## src/common/cgs_consts.vh

```
// constants for the clock synthesizer serial slave and its control register bank
// Function
// - Accept byte write, byte read, block write and block read transactions.
// - Block transfers walk bytes upward from byte 0, MSB first; host may stop anytime.
// - Answer only slave address 1101001 (D2 write form); low bit is direction.
// - Command bit 7: 0 block, 1 byte; bits 6:0 are the byte offset.
// - Block write: address, command, count, data bytes, each acknowledged, then stop.
// - Block read: command, repeated start, read address, count then data bytes sent.
// - Byte write: address, command with offset, one data byte acknowledged, stop.
// - Byte read: command, repeated start, read address, one byte returned, host nacks.
// - Byte 0 bit 3 unlocks writes to frequency bits 6:4,1; else they show straps.
// - Byte 0 bit 0 reports cpu mode strap; frequency bits reset to latched straps.
// - Byte 1: bit 7 spread shape, bit 6 spread enable, bits 5:4 spread amount.
// - Output enable 1 keeps a clock running; 0 stops it low at once.
// - Byte 1 bit 1 ignored in open drain mode; sets powered-down cpu pair drive.
// - Byte 1 bit 0 reads the latched current multiplier strap; writes ignored.
// - Byte 2 bit 7 raises bus clock drive strength by 20 percent.
// - Byte 3 bit 7 chooses sio clock 24 MHz (0) or 48 MHz (1).
// - Byte 3 bits 4:3 select graphics clock skew shift.
// - Byte 4 bits 5:4 select cpu to graphics frequency ratio.
// - Byte 4 bits 7,6,1,0: 1 single strength, 0 double; ref_out_b open drain only.
// - Byte 5 bit 7 selects memory buffer input threshold 1.15V or 1.05V.
// - All registers take defaults at reset; serial access is optional.
// - cpu mode strap latched at reset: 1 current mode, 0 open drain mode.
// - Device is in power-down while power_down_n is low.
`ifndef CGS_CONSTS_VH
`define CGS_CONSTS_VH
`define CGS_SLAVE_ADDR      7'h69
`define CGS_NUM_BYTES       8'h06
`define CGS_CMD_BYTE_BIT    7
`define CGS_OFS_FREQ        7'h00
`define CGS_OFS_SPREAD      7'h01
`define CGS_OFS_BUSCLK      7'h02
`define CGS_OFS_GFX         7'h03
`define CGS_OFS_PERIPH      7'h04
`define CGS_OFS_MEM         7'h05
`define CGS_FREQ_UNLOCK_BIT 3
`define CGS_RST_B0_SW       8'h00
`define CGS_RST_B1          8'h7d
`define CGS_RST_B2          8'h7f
`define CGS_RST_B3          8'h67
`define CGS_RST_B4          8'hcf
`define CGS_RST_B5          8'h7f
`endif

```

## src/rtl/cgs_smbus_regs.v

```verilog
// serial slave and control register bank of the clock synthesizer
`timescale 1ns/10ps
`include "cgs_consts.vh"
module cgs_smbus_regs
(
    input  wire       mclk_i,
    input  wire       rst_n_i,
    input  wire       scl_i,
    input  wire       sda_i,
    output wire       sda_o,
    output wire       sda_oe_n_o,
    input  wire [3:0] freq_sel_strap_i,
    input  wire       cpu_mode_strap_i,
    input  wire       current_mult_strap_i,
    input  wire       power_down_n_i,
    output wire [3:0] freq_sel_o,
    output wire       current_mode_cpu_o,
    output wire       spread_shape_o,
    output wire       spread_enable_o,
    output wire [1:0] spread_amount_o,
    output wire       chipset_cpu_clk_en_o,
    output wire       cpu_pair_en_o,
    output wire       cpu_pair_tristate_o,
    output wire       cpu_pair_2x_drive_o,
    output wire       power_down_o,
    output wire       bus_clk_boost_o,
    output wire [5:0] bus_clk_en_o,
    output wire       sio_clk_48m_o,
    output wire       usb_clk_en_o,
    output wire       sio_clk_en_o,
    output wire [1:0] graphics_skew_sel_o,
    output wire [1:0] graphics_clk_en_o,
    output wire       usb_clk_single_o,
    output wire       sio_clk_single_o,
    output wire [1:0] graphics_ratio_sel_o,
    output wire       ref_out_a_en_o,
    output wire       ref_out_b_en_o,
    output wire       ref_out_a_single_o,
    output wire       ref_out_b_single_o,
    output wire       mem_thresh_low_o,
    output wire       feedback_out_en_o,
    output wire [5:0] mem_clk_pair_en_o
);

    // ------------------------------------------------------------
    // states
    // ------------------------------------------------------------
    localparam [2:0] ST_IDLE  = 3'h0;
    localparam [2:0] ST_RX    = 3'h1;
    localparam [2:0] ST_ACK   = 3'h2;
    localparam [2:0] ST_TX    = 3'h3;
    localparam [2:0] ST_MACK  = 3'h4;
    localparam [2:0] ST_WAIT  = 3'h5;
    localparam [1:0] PH_ADDR  = 2'h0;
    localparam [1:0] PH_CMD   = 2'h1;
    localparam [1:0] PH_COUNT = 2'h2;
    localparam [1:0] PH_DATA  = 2'h3;

    // ------------------------------------------------------------
    // pin synchronisers
    // ------------------------------------------------------------
    reg  [1:0] scl_sync_q;
    reg  [1:0] sda_sync_q;
    reg        scl_prev_q;
    reg        sda_prev_q;
    reg  [1:0] pd_sync_q;
    reg  [3:0] fs_strap_q;
    reg        mode_strap_q;
    reg        mult_strap_q;

    always @(posedge mclk_i)
    begin
        if (!rst_n_i)
        begin
            scl_sync_q <= 2'h3;
            sda_sync_q <= 2'h3;
            scl_prev_q <= 1'b1;
            sda_prev_q <= 1'b1;
            pd_sync_q  <= 2'h3;
            // straps caught every edge while reset is held
            fs_strap_q   <= freq_sel_strap_i;
            mode_strap_q <= cpu_mode_strap_i;
            mult_strap_q <= current_mult_strap_i;
        end
        else
        begin
            pd_sync_q  <= {pd_sync_q[0], power_down_n_i};
            scl_sync_q <= {scl_sync_q[0], scl_i};
            sda_sync_q <= {sda_sync_q[0], sda_i};
            scl_prev_q <= scl_sync_q[1];
            sda_prev_q <= sda_sync_q[1];
        end
    end

    wire scl_s   = scl_sync_q[1];
    wire sda_s   = sda_sync_q[1];
    wire pd_n_s  = pd_sync_q[1];
    wire scl_ris = scl_s & ~scl_prev_q;
    wire scl_fal = ~scl_s & scl_prev_q;
    wire start_c = scl_s & scl_prev_q & sda_prev_q & ~sda_s;
    wire stop_c  = scl_s & scl_prev_q & ~sda_prev_q & sda_s;

    // ------------------------------------------------------------
    // registers and straps
    // ------------------------------------------------------------
    reg  [7:0] b0_q;
    reg  [7:0] b1_q;
    reg  [7:0] b2_q;
    reg  [7:0] b3_q;
    reg  [7:0] b4_q;
    reg  [7:0] b5_q;

    // frequency bits show straps until unlocked
    wire       unlock = b0_q[`CGS_FREQ_UNLOCK_BIT];
    wire [3:0] fs_eff = unlock ? {b0_q[1], b0_q[6:4]} : fs_strap_q;

    // read view with strap bits merged
    wire [7:0] rd0 = {1'b0, fs_eff[2:0], unlock, 1'b0, fs_eff[3], mode_strap_q};
    wire [7:0] rd1 = {b1_q[7:1], mult_strap_q};

    // ------------------------------------------------------------
    // protocol engine
    // ------------------------------------------------------------
    reg  [2:0] st_q;
    reg  [1:0] ph_q;
    reg  [2:0] bit_q;
    reg  [7:0] sh_q;
    reg        rw_q;
    reg        blk_q;
    reg  [6:0] ptr_q;
    reg        cnt_sent_q;
    reg        sda_drv_q;
    reg        nack_q;

    function [7:0] rd_byte;
        input [6:0] idx;
        begin
            case (idx)
                `CGS_OFS_FREQ:   rd_byte = rd0;
                `CGS_OFS_SPREAD: rd_byte = rd1;
                `CGS_OFS_BUSCLK: rd_byte = b2_q;
                `CGS_OFS_GFX:    rd_byte = b3_q;
                `CGS_OFS_PERIPH: rd_byte = b4_q;
                `CGS_OFS_MEM:    rd_byte = b5_q;
                default:         rd_byte = 8'h00;
            endcase
        end
    endfunction

    wire [7:0] rx_byte = {sh_q[6:0], sda_s};
    wire       wr_now  = (st_q == ST_RX) && scl_ris && (bit_q == 3'h7) && (ph_q == PH_DATA);
    wire [7:0] rd_cur  = rd_byte(ptr_q);
    wire       send_cnt = blk_q & ~cnt_sent_q;
    wire [7:0] tx_next = send_cnt ? `CGS_NUM_BYTES : rd_cur;

    always @(posedge mclk_i)
    begin
        if (!rst_n_i)
        begin
            st_q       <= ST_IDLE;
            ph_q       <= PH_ADDR;
            bit_q      <= 3'h0;
            sh_q       <= 8'h00;
            rw_q       <= 1'b0;
            blk_q      <= 1'b0;
            ptr_q      <= 7'h00;
            cnt_sent_q <= 1'b0;
            sda_drv_q  <= 1'b0;
            nack_q     <= 1'b0;
        end
        else if (start_c)
        begin
            // a repeated start keeps the command pointer for the read phase
            st_q      <= ST_RX;
            ph_q      <= PH_ADDR;
            bit_q     <= 3'h0;
            sda_drv_q <= 1'b0;
        end
        else if (stop_c)
        begin
            st_q      <= ST_IDLE;
            sda_drv_q <= 1'b0;
        end
        else
        begin
            case (st_q)
                ST_RX:
                    if (scl_ris)
                    begin
                        sh_q  <= rx_byte;
                        bit_q <= bit_q + 3'h1;
                        if (bit_q == 3'h7)
                        begin
                            nack_q <= 1'b0;
                            case (ph_q)
                                PH_ADDR:
                                    if (rx_byte[7:1] == `CGS_SLAVE_ADDR)
                                    begin
                                        rw_q <= rx_byte[0];
                                        st_q <= ST_ACK;
                                    end
                                    else
                                        st_q <= ST_WAIT;
                                PH_CMD:
                                begin
                                    blk_q      <= ~rx_byte[`CGS_CMD_BYTE_BIT];
                                    ptr_q      <= rx_byte[`CGS_CMD_BYTE_BIT] ? rx_byte[6:0] : 7'h00;
                                    cnt_sent_q <= 1'b0;
                                    st_q       <= ST_ACK;
                                end
                                PH_COUNT: st_q <= ST_ACK;
                                default:
                                begin
                                    ptr_q <= ptr_q + 7'h01;
                                    st_q  <= ST_ACK;
                                end
                            endcase
                        end
                    end
                ST_ACK:
                    if (scl_fal)
                    begin
                        if (!sda_drv_q)
                            sda_drv_q <= 1'b1;
                        else if (ph_q == PH_ADDR && rw_q)
                        begin
                            // first bit goes out in this low phase
                            sda_drv_q  <= ~tx_next[7];
                            st_q       <= ST_TX;
                            bit_q      <= 3'h0;
                            sh_q       <= tx_next;
                            cnt_sent_q <= 1'b1;
                            ptr_q      <= send_cnt ? ptr_q : ptr_q + 7'h01;
                        end
                        else
                        begin
                            sda_drv_q <= 1'b0;
                            st_q      <= ST_RX;
                            bit_q     <= 3'h0;
                            if (ph_q == PH_ADDR)
                                ph_q <= PH_CMD;
                            else if (ph_q == PH_CMD)
                                ph_q <= blk_q ? PH_COUNT : PH_DATA;
                            else
                                ph_q <= PH_DATA;
                        end
                    end
                ST_TX:
                    if (scl_fal)
                    begin
                        // after the eighth bit the line is freed for the host's answer
                        sh_q      <= {sh_q[6:0], 1'b0};
                        bit_q     <= bit_q + 3'h1;
                        sda_drv_q <= (bit_q == 3'h7) ? 1'b0 : ~sh_q[6];
                        if (bit_q == 3'h7)
                            st_q <= ST_MACK;
                    end
                ST_MACK:
                    if (scl_ris)
                        nack_q <= sda_s;
                    else if (scl_fal)
                    begin
                        if (nack_q)
                            st_q <= ST_WAIT;
                        else
                        begin
                            st_q      <= ST_TX;
                            bit_q     <= 3'h0;
                            sh_q      <= tx_next;
                            ptr_q     <= ptr_q + 7'h01;
                            sda_drv_q <= ~tx_next[7];
                        end
                    end
                default: ;
            endcase
        end
    end

    // ------------------------------------------------------------
    // register writes
    // ------------------------------------------------------------
    always @(posedge mclk_i)
    begin
        if (!rst_n_i)
        begin
            // software copy of frequency bits starts at strap values
            b0_q <= `CGS_RST_B0_SW | {1'b0, fs_strap_q[2:0], 2'h0, fs_strap_q[3], 1'b0};
            b1_q <= `CGS_RST_B1;
            b2_q <= `CGS_RST_B2;
            b3_q <= `CGS_RST_B3;
            b4_q <= `CGS_RST_B4;
            b5_q <= `CGS_RST_B5;
        end
        else if (wr_now)
        begin
            case (ptr_q)
                // frequency bits only when the written byte sets bit 3; bit 0 strap only
                `CGS_OFS_FREQ:
                    b0_q <= {1'b0, (rx_byte[3] ? rx_byte[6:4] : b0_q[6:4]),
                             rx_byte[3], 1'b0, (rx_byte[3] ? rx_byte[1] : b0_q[1]), 1'b0};
                `CGS_OFS_SPREAD: b1_q <= {rx_byte[7:1], 1'b0};
                `CGS_OFS_BUSCLK: b2_q <= rx_byte;
                `CGS_OFS_GFX:    b3_q <= rx_byte;
                `CGS_OFS_PERIPH: b4_q <= rx_byte;
                `CGS_OFS_MEM:    b5_q <= rx_byte;
                default: ;
            endcase
        end
    end

    // ------------------------------------------------------------
    // outputs
    // ------------------------------------------------------------
    // open drain data: enable low while pulling the line low
    assign sda_o       = 1'b0;
    assign sda_oe_n_o  = ~sda_drv_q;

    assign freq_sel_o          = fs_eff;
    assign current_mode_cpu_o  = mode_strap_q;
    assign spread_shape_o      = b1_q[7];
    assign spread_enable_o     = b1_q[6];
    assign spread_amount_o     = b1_q[5:4];
    assign chipset_cpu_clk_en_o = b1_q[3];
    assign cpu_pair_en_o       = b1_q[2];
    assign power_down_o        = ~pd_n_s;
    // powered-down cpu pair drive, current mode only
    assign cpu_pair_tristate_o = mode_strap_q & ~pd_n_s & b1_q[1];
    assign cpu_pair_2x_drive_o = mode_strap_q & ~pd_n_s & ~b1_q[1];
    assign bus_clk_boost_o     = b2_q[7];
    assign bus_clk_en_o        = {b2_q[6], b2_q[4:0]};
    assign sio_clk_48m_o       = b3_q[7];
    assign usb_clk_en_o        = b3_q[6];
    assign sio_clk_en_o        = b3_q[5];
    assign graphics_skew_sel_o = b3_q[4:3];
    assign graphics_clk_en_o   = b3_q[1:0];
    // strengths; ref_out_b only in open drain mode
    assign usb_clk_single_o    = b4_q[7];
    assign sio_clk_single_o    = b4_q[6];
    assign graphics_ratio_sel_o = b4_q[5:4];
    assign ref_out_a_en_o      = b4_q[3];
    assign ref_out_b_en_o      = b4_q[2] & ~mode_strap_q;
    assign ref_out_a_single_o  = b4_q[1];
    assign ref_out_b_single_o  = b4_q[0];
    assign mem_thresh_low_o    = b5_q[7];
    assign feedback_out_en_o   = b5_q[6];
    assign mem_clk_pair_en_o   = b5_q[5:0];

endmodule

```

## config.mk

```make
export PLATFORM = sky130hd
export DESIGN_NAME = cgs_smbus_regs
export DESIGN_NICKNAME = d
export VERILOG_FILES = /design/src/rtl/cgs_smbus_regs.v
export VERILOG_INCLUDE_DIRS = /design/src /design/src/common
export SDC_FILE = /design/constraint.sdc
export NUM_CORES = 1
export LEC_CHECK = 0
export BUFFER_PORTS_ARGS = -buffer_cell sky130_fd_sc_hd__buf_2
export CORE_ASPECT_RATIO = 1.25
export CORE_UTILIZATION = 40
export CTS_CLUSTER_DIAMETER = 50
export DETAILED_ROUTE_END_ITERATION = 10
export GPL_TIMING_DRIVEN = 0
export PLACE_DENSITY = 0.63
export SETUP_SLACK_MARGIN = 0.3
export SYNTH_ARGS = -nofsm -noshare
export SYNTH_HDL_FRONTEND = slang
export SYNTH_SLANG_ARGS = --single-unit
```

## constraint.sdc

```tcl
create_clock -name mclk_i -period 2.5 [get_ports mclk_i]
set_input_delay 0.25 -clock mclk_i [delete_from_list [all_inputs] [get_ports mclk_i]]
set_output_delay 0.25 -clock mclk_i [all_outputs]
set_load 0.005 [all_outputs]
```

==> flow_summary.toml, run 1 <==
[drt]
drc = 0
wirelength_mm = 13.1
viasPerCell = 5.74
first_pass_iters = 5
ant_nets = 0
first_iter_violations = 469
routedWlPerCell_um = 17.9
vias = 4213

[final_layout]
area_delta_synth_final_pct = 21.2
drive_above_1_share = 0.238
regArea_um2 = 1800
final_cells = 734
fin_nets = 614
insertedDiodeCount = 0
fill_cells = 1016
multi_input_area_um2 = 2260

[clocking]
cts_max_level = 3
clock-sinks = 85
cts_max_path_buffers = 2
clkTransAtPathRegs_ns = 0.06
cts_tree = "yes"
clock_latency_ns = 0.34
hold_buffers = 0
clockRootBuffer = "clkbuf_16"
cts_made_buffers = 9

[floorplan]
num_io_pins = 57
dieWidth_um = 95.0
die_area_um2 = 11200
num_rows = 42
die_h_um = 118
initial_utilization = 0.410
core_um2 = 10600

[setup_path]
max_stage_delay_ns = 0.44
crit_top_cell = "buf_4"
start_kind = "register"
critPathCaptureType = "register"
cp_cell_sequence = "buf_6 -> or3b_4 -> or3_4 -> o21a_4 -> buf_4 -> buf_4 -> o31ai_1 -> a21oi_1"
cp.arrival_ns = 2.37
critPathSlowestCell = "or3_4"
required_ns = 2.68
worstSetupPathType = "reg -> reg"
critPathMaxFanout = 7

[logic_synthesis]
yosysMostFrequentCell = "nand2_1"
seq_area_frac_synth = 0.416
synth_top_area_frac = 0.347
synth_nets = 541
synth-main-ff-cell = "dfxtp_1"
synth_area_leaders = "dfxtp_1, nand2_1, edfxtp_1"
synth_area_per_cell_um2 = 8.26
yosysWarnings = 0
synth-seq-cells = 85
synth_edf_count = 10
synth_common_cells = "nand2_1, dfxtp_1, nand3_1"
synth_top_cell_by_area = "dfxtp_1"
ys_async_sr_fraction = 0
yosysUniqueCellTypes = 62
synth_area_um2 = 4330
synth_cells = 524

[global_route]
track_usage = 0.245
grt_pass1_vias = 3886
grt_max_degree = 16
antenna_found_initial = 0
gr-total-overflow = 0
grt_pass1_wl_mm = 21.0

[timing]
worst_pin_slew_ns = 0.998
hold_viol = 0
period_needed_ns = 2.19
worst_slack_ns = 0.306
max-slew-margin-rel = 0.335
timing.final.crit_share = 0.877
drv_slew = 0
max_freq_mhz = 456
setup_viol_count_final = 0
fin_skew_ns = 0.00713
rsz0062_at_grt = "true"

[place]
hpwl_mm = 9.46
dp_cells = 711
port_buffers = 55
gp_congestion = 0.903
dp_slack_ns = -0.0623

[flow_run]
maxCapViolations = 0

[pwr]
vdd_drop_max_mv = 0.313
p_leak_uw = 0.00217
power.density_nw_per_um2 = 580

[status]
status = "finished clean"

[hold_path]
hold_path.class = "in -> reg"
==> final cells by class <==
type                       count  area share
multi-input combinational    374       0.432
buffer                        56      0.0597
sequential                    85       0.344
clock buffer                  11      0.0484
tap                          132      0.0315
timing repair buffer          62      0.0625
inverter                       9     0.00644
clock inverter                 5      0.0153
==> cell families after synthesis <==
kind of cell / share of synthesized area
other cells: 0.000867
fa+ha+maj: 0.0174
compound gates: 0.180
buf+inv: 0.0723
simple gates: 0.283
flops: 0.416
mux: 0.0269
xor+xnor: 0.00405
==> where the power goes <==
part,leakage (uW),internal [uW],total [uW],switching [uW]
clock,0.000165,937,1500,560
sequential,0.000705,1400,1410,10.4
combinational,0.00130,46.3,129,82.8
total,0.00217,2390,3040,653
==> flip-flops by register name, indices dropped and copies added (netlist names) <==
name,count
b0_q,5
b1_q,7
b2_q,8
b3_q,8
b4_q,8
b5_q,8
bit_q,3
blk_q,1
cnt_sent_q,1
current_mode_cpu_o,1
fs_strap_q,4
mult_strap_q,1
nack_q,1
pd_sync_q,2
ph_q,2
ptr_q,7
rw_q,1
scl_prev_q,1
scl_sync_q,2
sda_drv_q,1
sda_prev_q,1
sda_sync_q,2
sh_q,7
st_q,3
==> cell usage in the layout, fill, tap and decap left out, drive strengths merged, types with 5 or more instances in the layout <==
master / count
a21oi: 22
nand2: 102
inv: 10
o21ai: 15
ha: 6
a22oi: 16
and3: 9
nor2b: 8
dfxtp: 75
mux2: 5
mux2i: 6
buf: 82
nand3b: 6
nand4b: 5
nand3: 45
clkbuf: 47
o211ai: 7
o31ai: 5
edfxtp: 10
a31oi: 8
nand2b: 13
nor2: 19
and2: 9
==> timing repair <==
item	4_1_cts	5_1_grt
endpoints found under the setup margin	52	59
resized for setup	12	40
setup buffers	0	7
pin swaps	0	4
==> routing by layer <==
| metal | up-vias | routed length [um] | track usage |
|---|---|---|---|
| met5 | - | 0 | 0 |
| met4 | 0 | 419 | 0.107 |
| met1 | 2007 | 5420 | 0.313 |
| met3 | 29 | 782 | 0.0380 |
| li1 | 2005 | - | - |
| met2 | 172 | 6490 | 0.403 |
==> worst paths after layout <==
kind                         to  cells after the start  slack [ns]            startpoint
setup / recovery       ptr_q[4]                      8        0.31               st_q[2]
hold / removal     mult_strap_q                      1        0.08  current_mult_strap_i
setup reg to reg       ptr_q[4]                      8        0.31               st_q[2]
hold reg to reg   scl_sync_q[1]                      1        0.41         scl_sync_q[0]
==> critical path, delay by kind of cell (launching register included) <==
kind | cells | cell delay (ns)
compound gates | 3 | 0.49
buf+inv | 3 | 0.38
flops | 1 | 0.33
simple gates | 2 | 0.84
==> through the flow <==
stage	hold slack (ns)	instance area [um2]	setup TNS, ns	util	power, uW
global placement	0.399	4770	-0.488	0.451	1570
detailed placement	0.393	4770	-0.512	0.451	1570
floorplan	0.349	4330	0	-	1520
finish	0.0775	5240	0	0.496	3040
global route	0.0746	5240	0	0.496	3120
CTS	0.0749	5130	0	0.486	3050
Note: power is estimated with default switching activity, not from simulation.
==> inputs of run 2 (changes only) <==
--- a/config.mk
+++ b/config.mk
@@ -7,7 +7,7 @@
 export NUM_CORES = 1
 export LEC_CHECK = 0
 export BUFFER_PORTS_ARGS = -buffer_cell sky130_fd_sc_hd__buf_2
-export CORE_ASPECT_RATIO = 1.25
+export CORE_ASPECT_RATIO = 1.4
 export CORE_UTILIZATION = 40
 export CTS_CLUSTER_DIAMETER = 50
 export DETAILED_ROUTE_END_ITERATION = 10
==> flow_summary.toml, run 2 (synthesis results as in run 1) <==
[final_layout]
multi_input_area_um2 = 2270
insertedDiodeCount = 0
layout.cells.most_common = "nand2_1"
area_delta_synth_final_pct = 19.8
fill_cells = 1049
fin_nets = 613
final_cell_mix = "nand2_1, dfxtp_1, buf_2"
regArea_um2 = 1800
final_cells = 739
drive_above_1_share = 0.230

[pwr]
switching_share = 0.237
p_int_uw = 2150
p_switching_uw = 666
pwr-share-seq = 0.502
clockPowerShare = 0.450
combinationalPowerShare = 0.048
power_uw = 2810
p_leak_uw = 0.00215
vdd_drop_max_mv = 0.347
power.density_nw_per_um2 = 543

[drt]
drc = 0
vias = 4250
ant_nets = 0
first_pass_iters = 7
first_iter_violations = 444
wirelength_mm = 13.6
viasPerCell = 5.75
routedWlPerCell_um = 18.4

[floorplan]
initial_utilization = 0.414
num_rows = 44
die_area_um2 = 11200
num_io_pins = 57
core_um2 = 10500
dieWidth_um = 89.9
die_h_um = 125

[place]
dp_cells = 717
port_buffers = 55
gp_congestion = 0.918
hpwl_mm = 9.78

[global_route]
grt_pass1_vias = 4095
grt_pass1_wl_mm = 21.7
antenna_found_initial = 0
track_usage = 0.244
gr-total-overflow = 0
grt_max_degree = 16

[clocking]
cts_tree = "yes"
clkTransAtPathRegs_ns = 0.06
clock_latency_ns = 0.34
clockRootBuffer = "clkbuf_16"
cts_max_level = 3
cts_max_path_buffers = 2
cts_made_buffers = 9
hold_buffers = 0
clock-sinks = 85

[timing]
worst_pin_slew_ns = 1.06
setup_viol_count_final = 0
max-slew-margin-rel = 0.293
timing.final.crit_share = 0.851
rsz0062_at_grt = "true"
max_freq_mhz = 470
finalSetupTns_ns = 0
fin_skew_ns = 0.00814
hold_viol = 0
period_needed_ns = 2.13
drv_slew = 0

[setup_path]
crit_top_cell = "buf_2"
start_kind = "register"
critPathMaxFanout = 10
cp.arrival_ns = 2.37
rrSetupSlack_ns = 0.37
required_ns = 2.75
worstSetupPathType = "reg -> reg"
crit_family = "simple AND/OR/NAND/NOR gates"
critPathCaptureType = "register"
crit_buf_inv = 2
max_stage_delay_ns = 0.52
critPathSlowestCell = "or3b_2"
cp_cell_sequence = "buf_2 -> or3b_2 -> o22ai_1 -> nand2b_1 -> buf_2 -> nor2_1 -> a311oi_1"

[status]
status = "finished clean"

[hold_path]
hold_path.class = "in -> reg"

[flow_run]
maxCapViolations = 0
## run 2: power groups by stage
stage | clock, uW | combinational [uW] | sequential, uW
2_1_floorplan | 0 | 77.6 | 1440
3_3_place_gp | 0 | 128 | 1440
3_5_place_dp | 0 | 130 | 1440
4_1_cts | 1260 | 132 | 1410
5_1_grt | 1330 | 143 | 1410
6_report | 1270 | 134 | 1410
## run 2: path summary, 6_finish.rpt
kind,startpoint,endpoint,cells past startpoint
worst max-delay path,st_q[1],ptr_q[1],7
worst min-delay path,current_mult_strap_i,mult_strap_q,1
worst max register to register,st_q[1],ptr_q[1],7
worst min register to register,sda_sync_q[0],sda_sync_q[1],1
## run 2: area by class of cell
type,instances,area share
Buffer,56,0.0596
Clock buffer,10,0.0461
Clock inverter,6,0.00748
Inverter,9,0.00652
Multi-Input combinational cell,374,0.437
Sequential cell,85,0.348
Tap cell,138,0.0333
Timing Repair Buffer,61,0.0618
## run 2: per-stage QoR
step	util	hold WS, ns	instance area, um2	setup slack, ns
2_1_floorplan	-	0.349	4330	0.461
3_3_place_gp	0.456	0.393	4770	0.0368
3_5_place_dp	0.456	0.393	4770	0.0193
4_1_cts	0.486	0.0792	5090	0.305
5_1_grt	0.495	0.0781	5180	0.253
6_report	0.495	0.0839	5180	0.373
## run 2: metal layers
layer / share of wire / wire [um] / track usage / up-vias
li1: - / - / - / 1998
met1: 0.40 / 5410 / 0.279 / 2042
met2: 0.52 / 7020 / 0.453 / 171
met3: 0.050 / 680 / 0.0304 / 39
met4: 0.037 / 505 / 0.103 / 0
met5: 0 / 0 / 0 / -
## run 2: repair_timing
action | in CTS | in global routing
buffers inserted | 0 | 6
resized for setup | 16 | 27
pin swaps | 0 | 3
endpoints found under the setup margin | 49 | 53
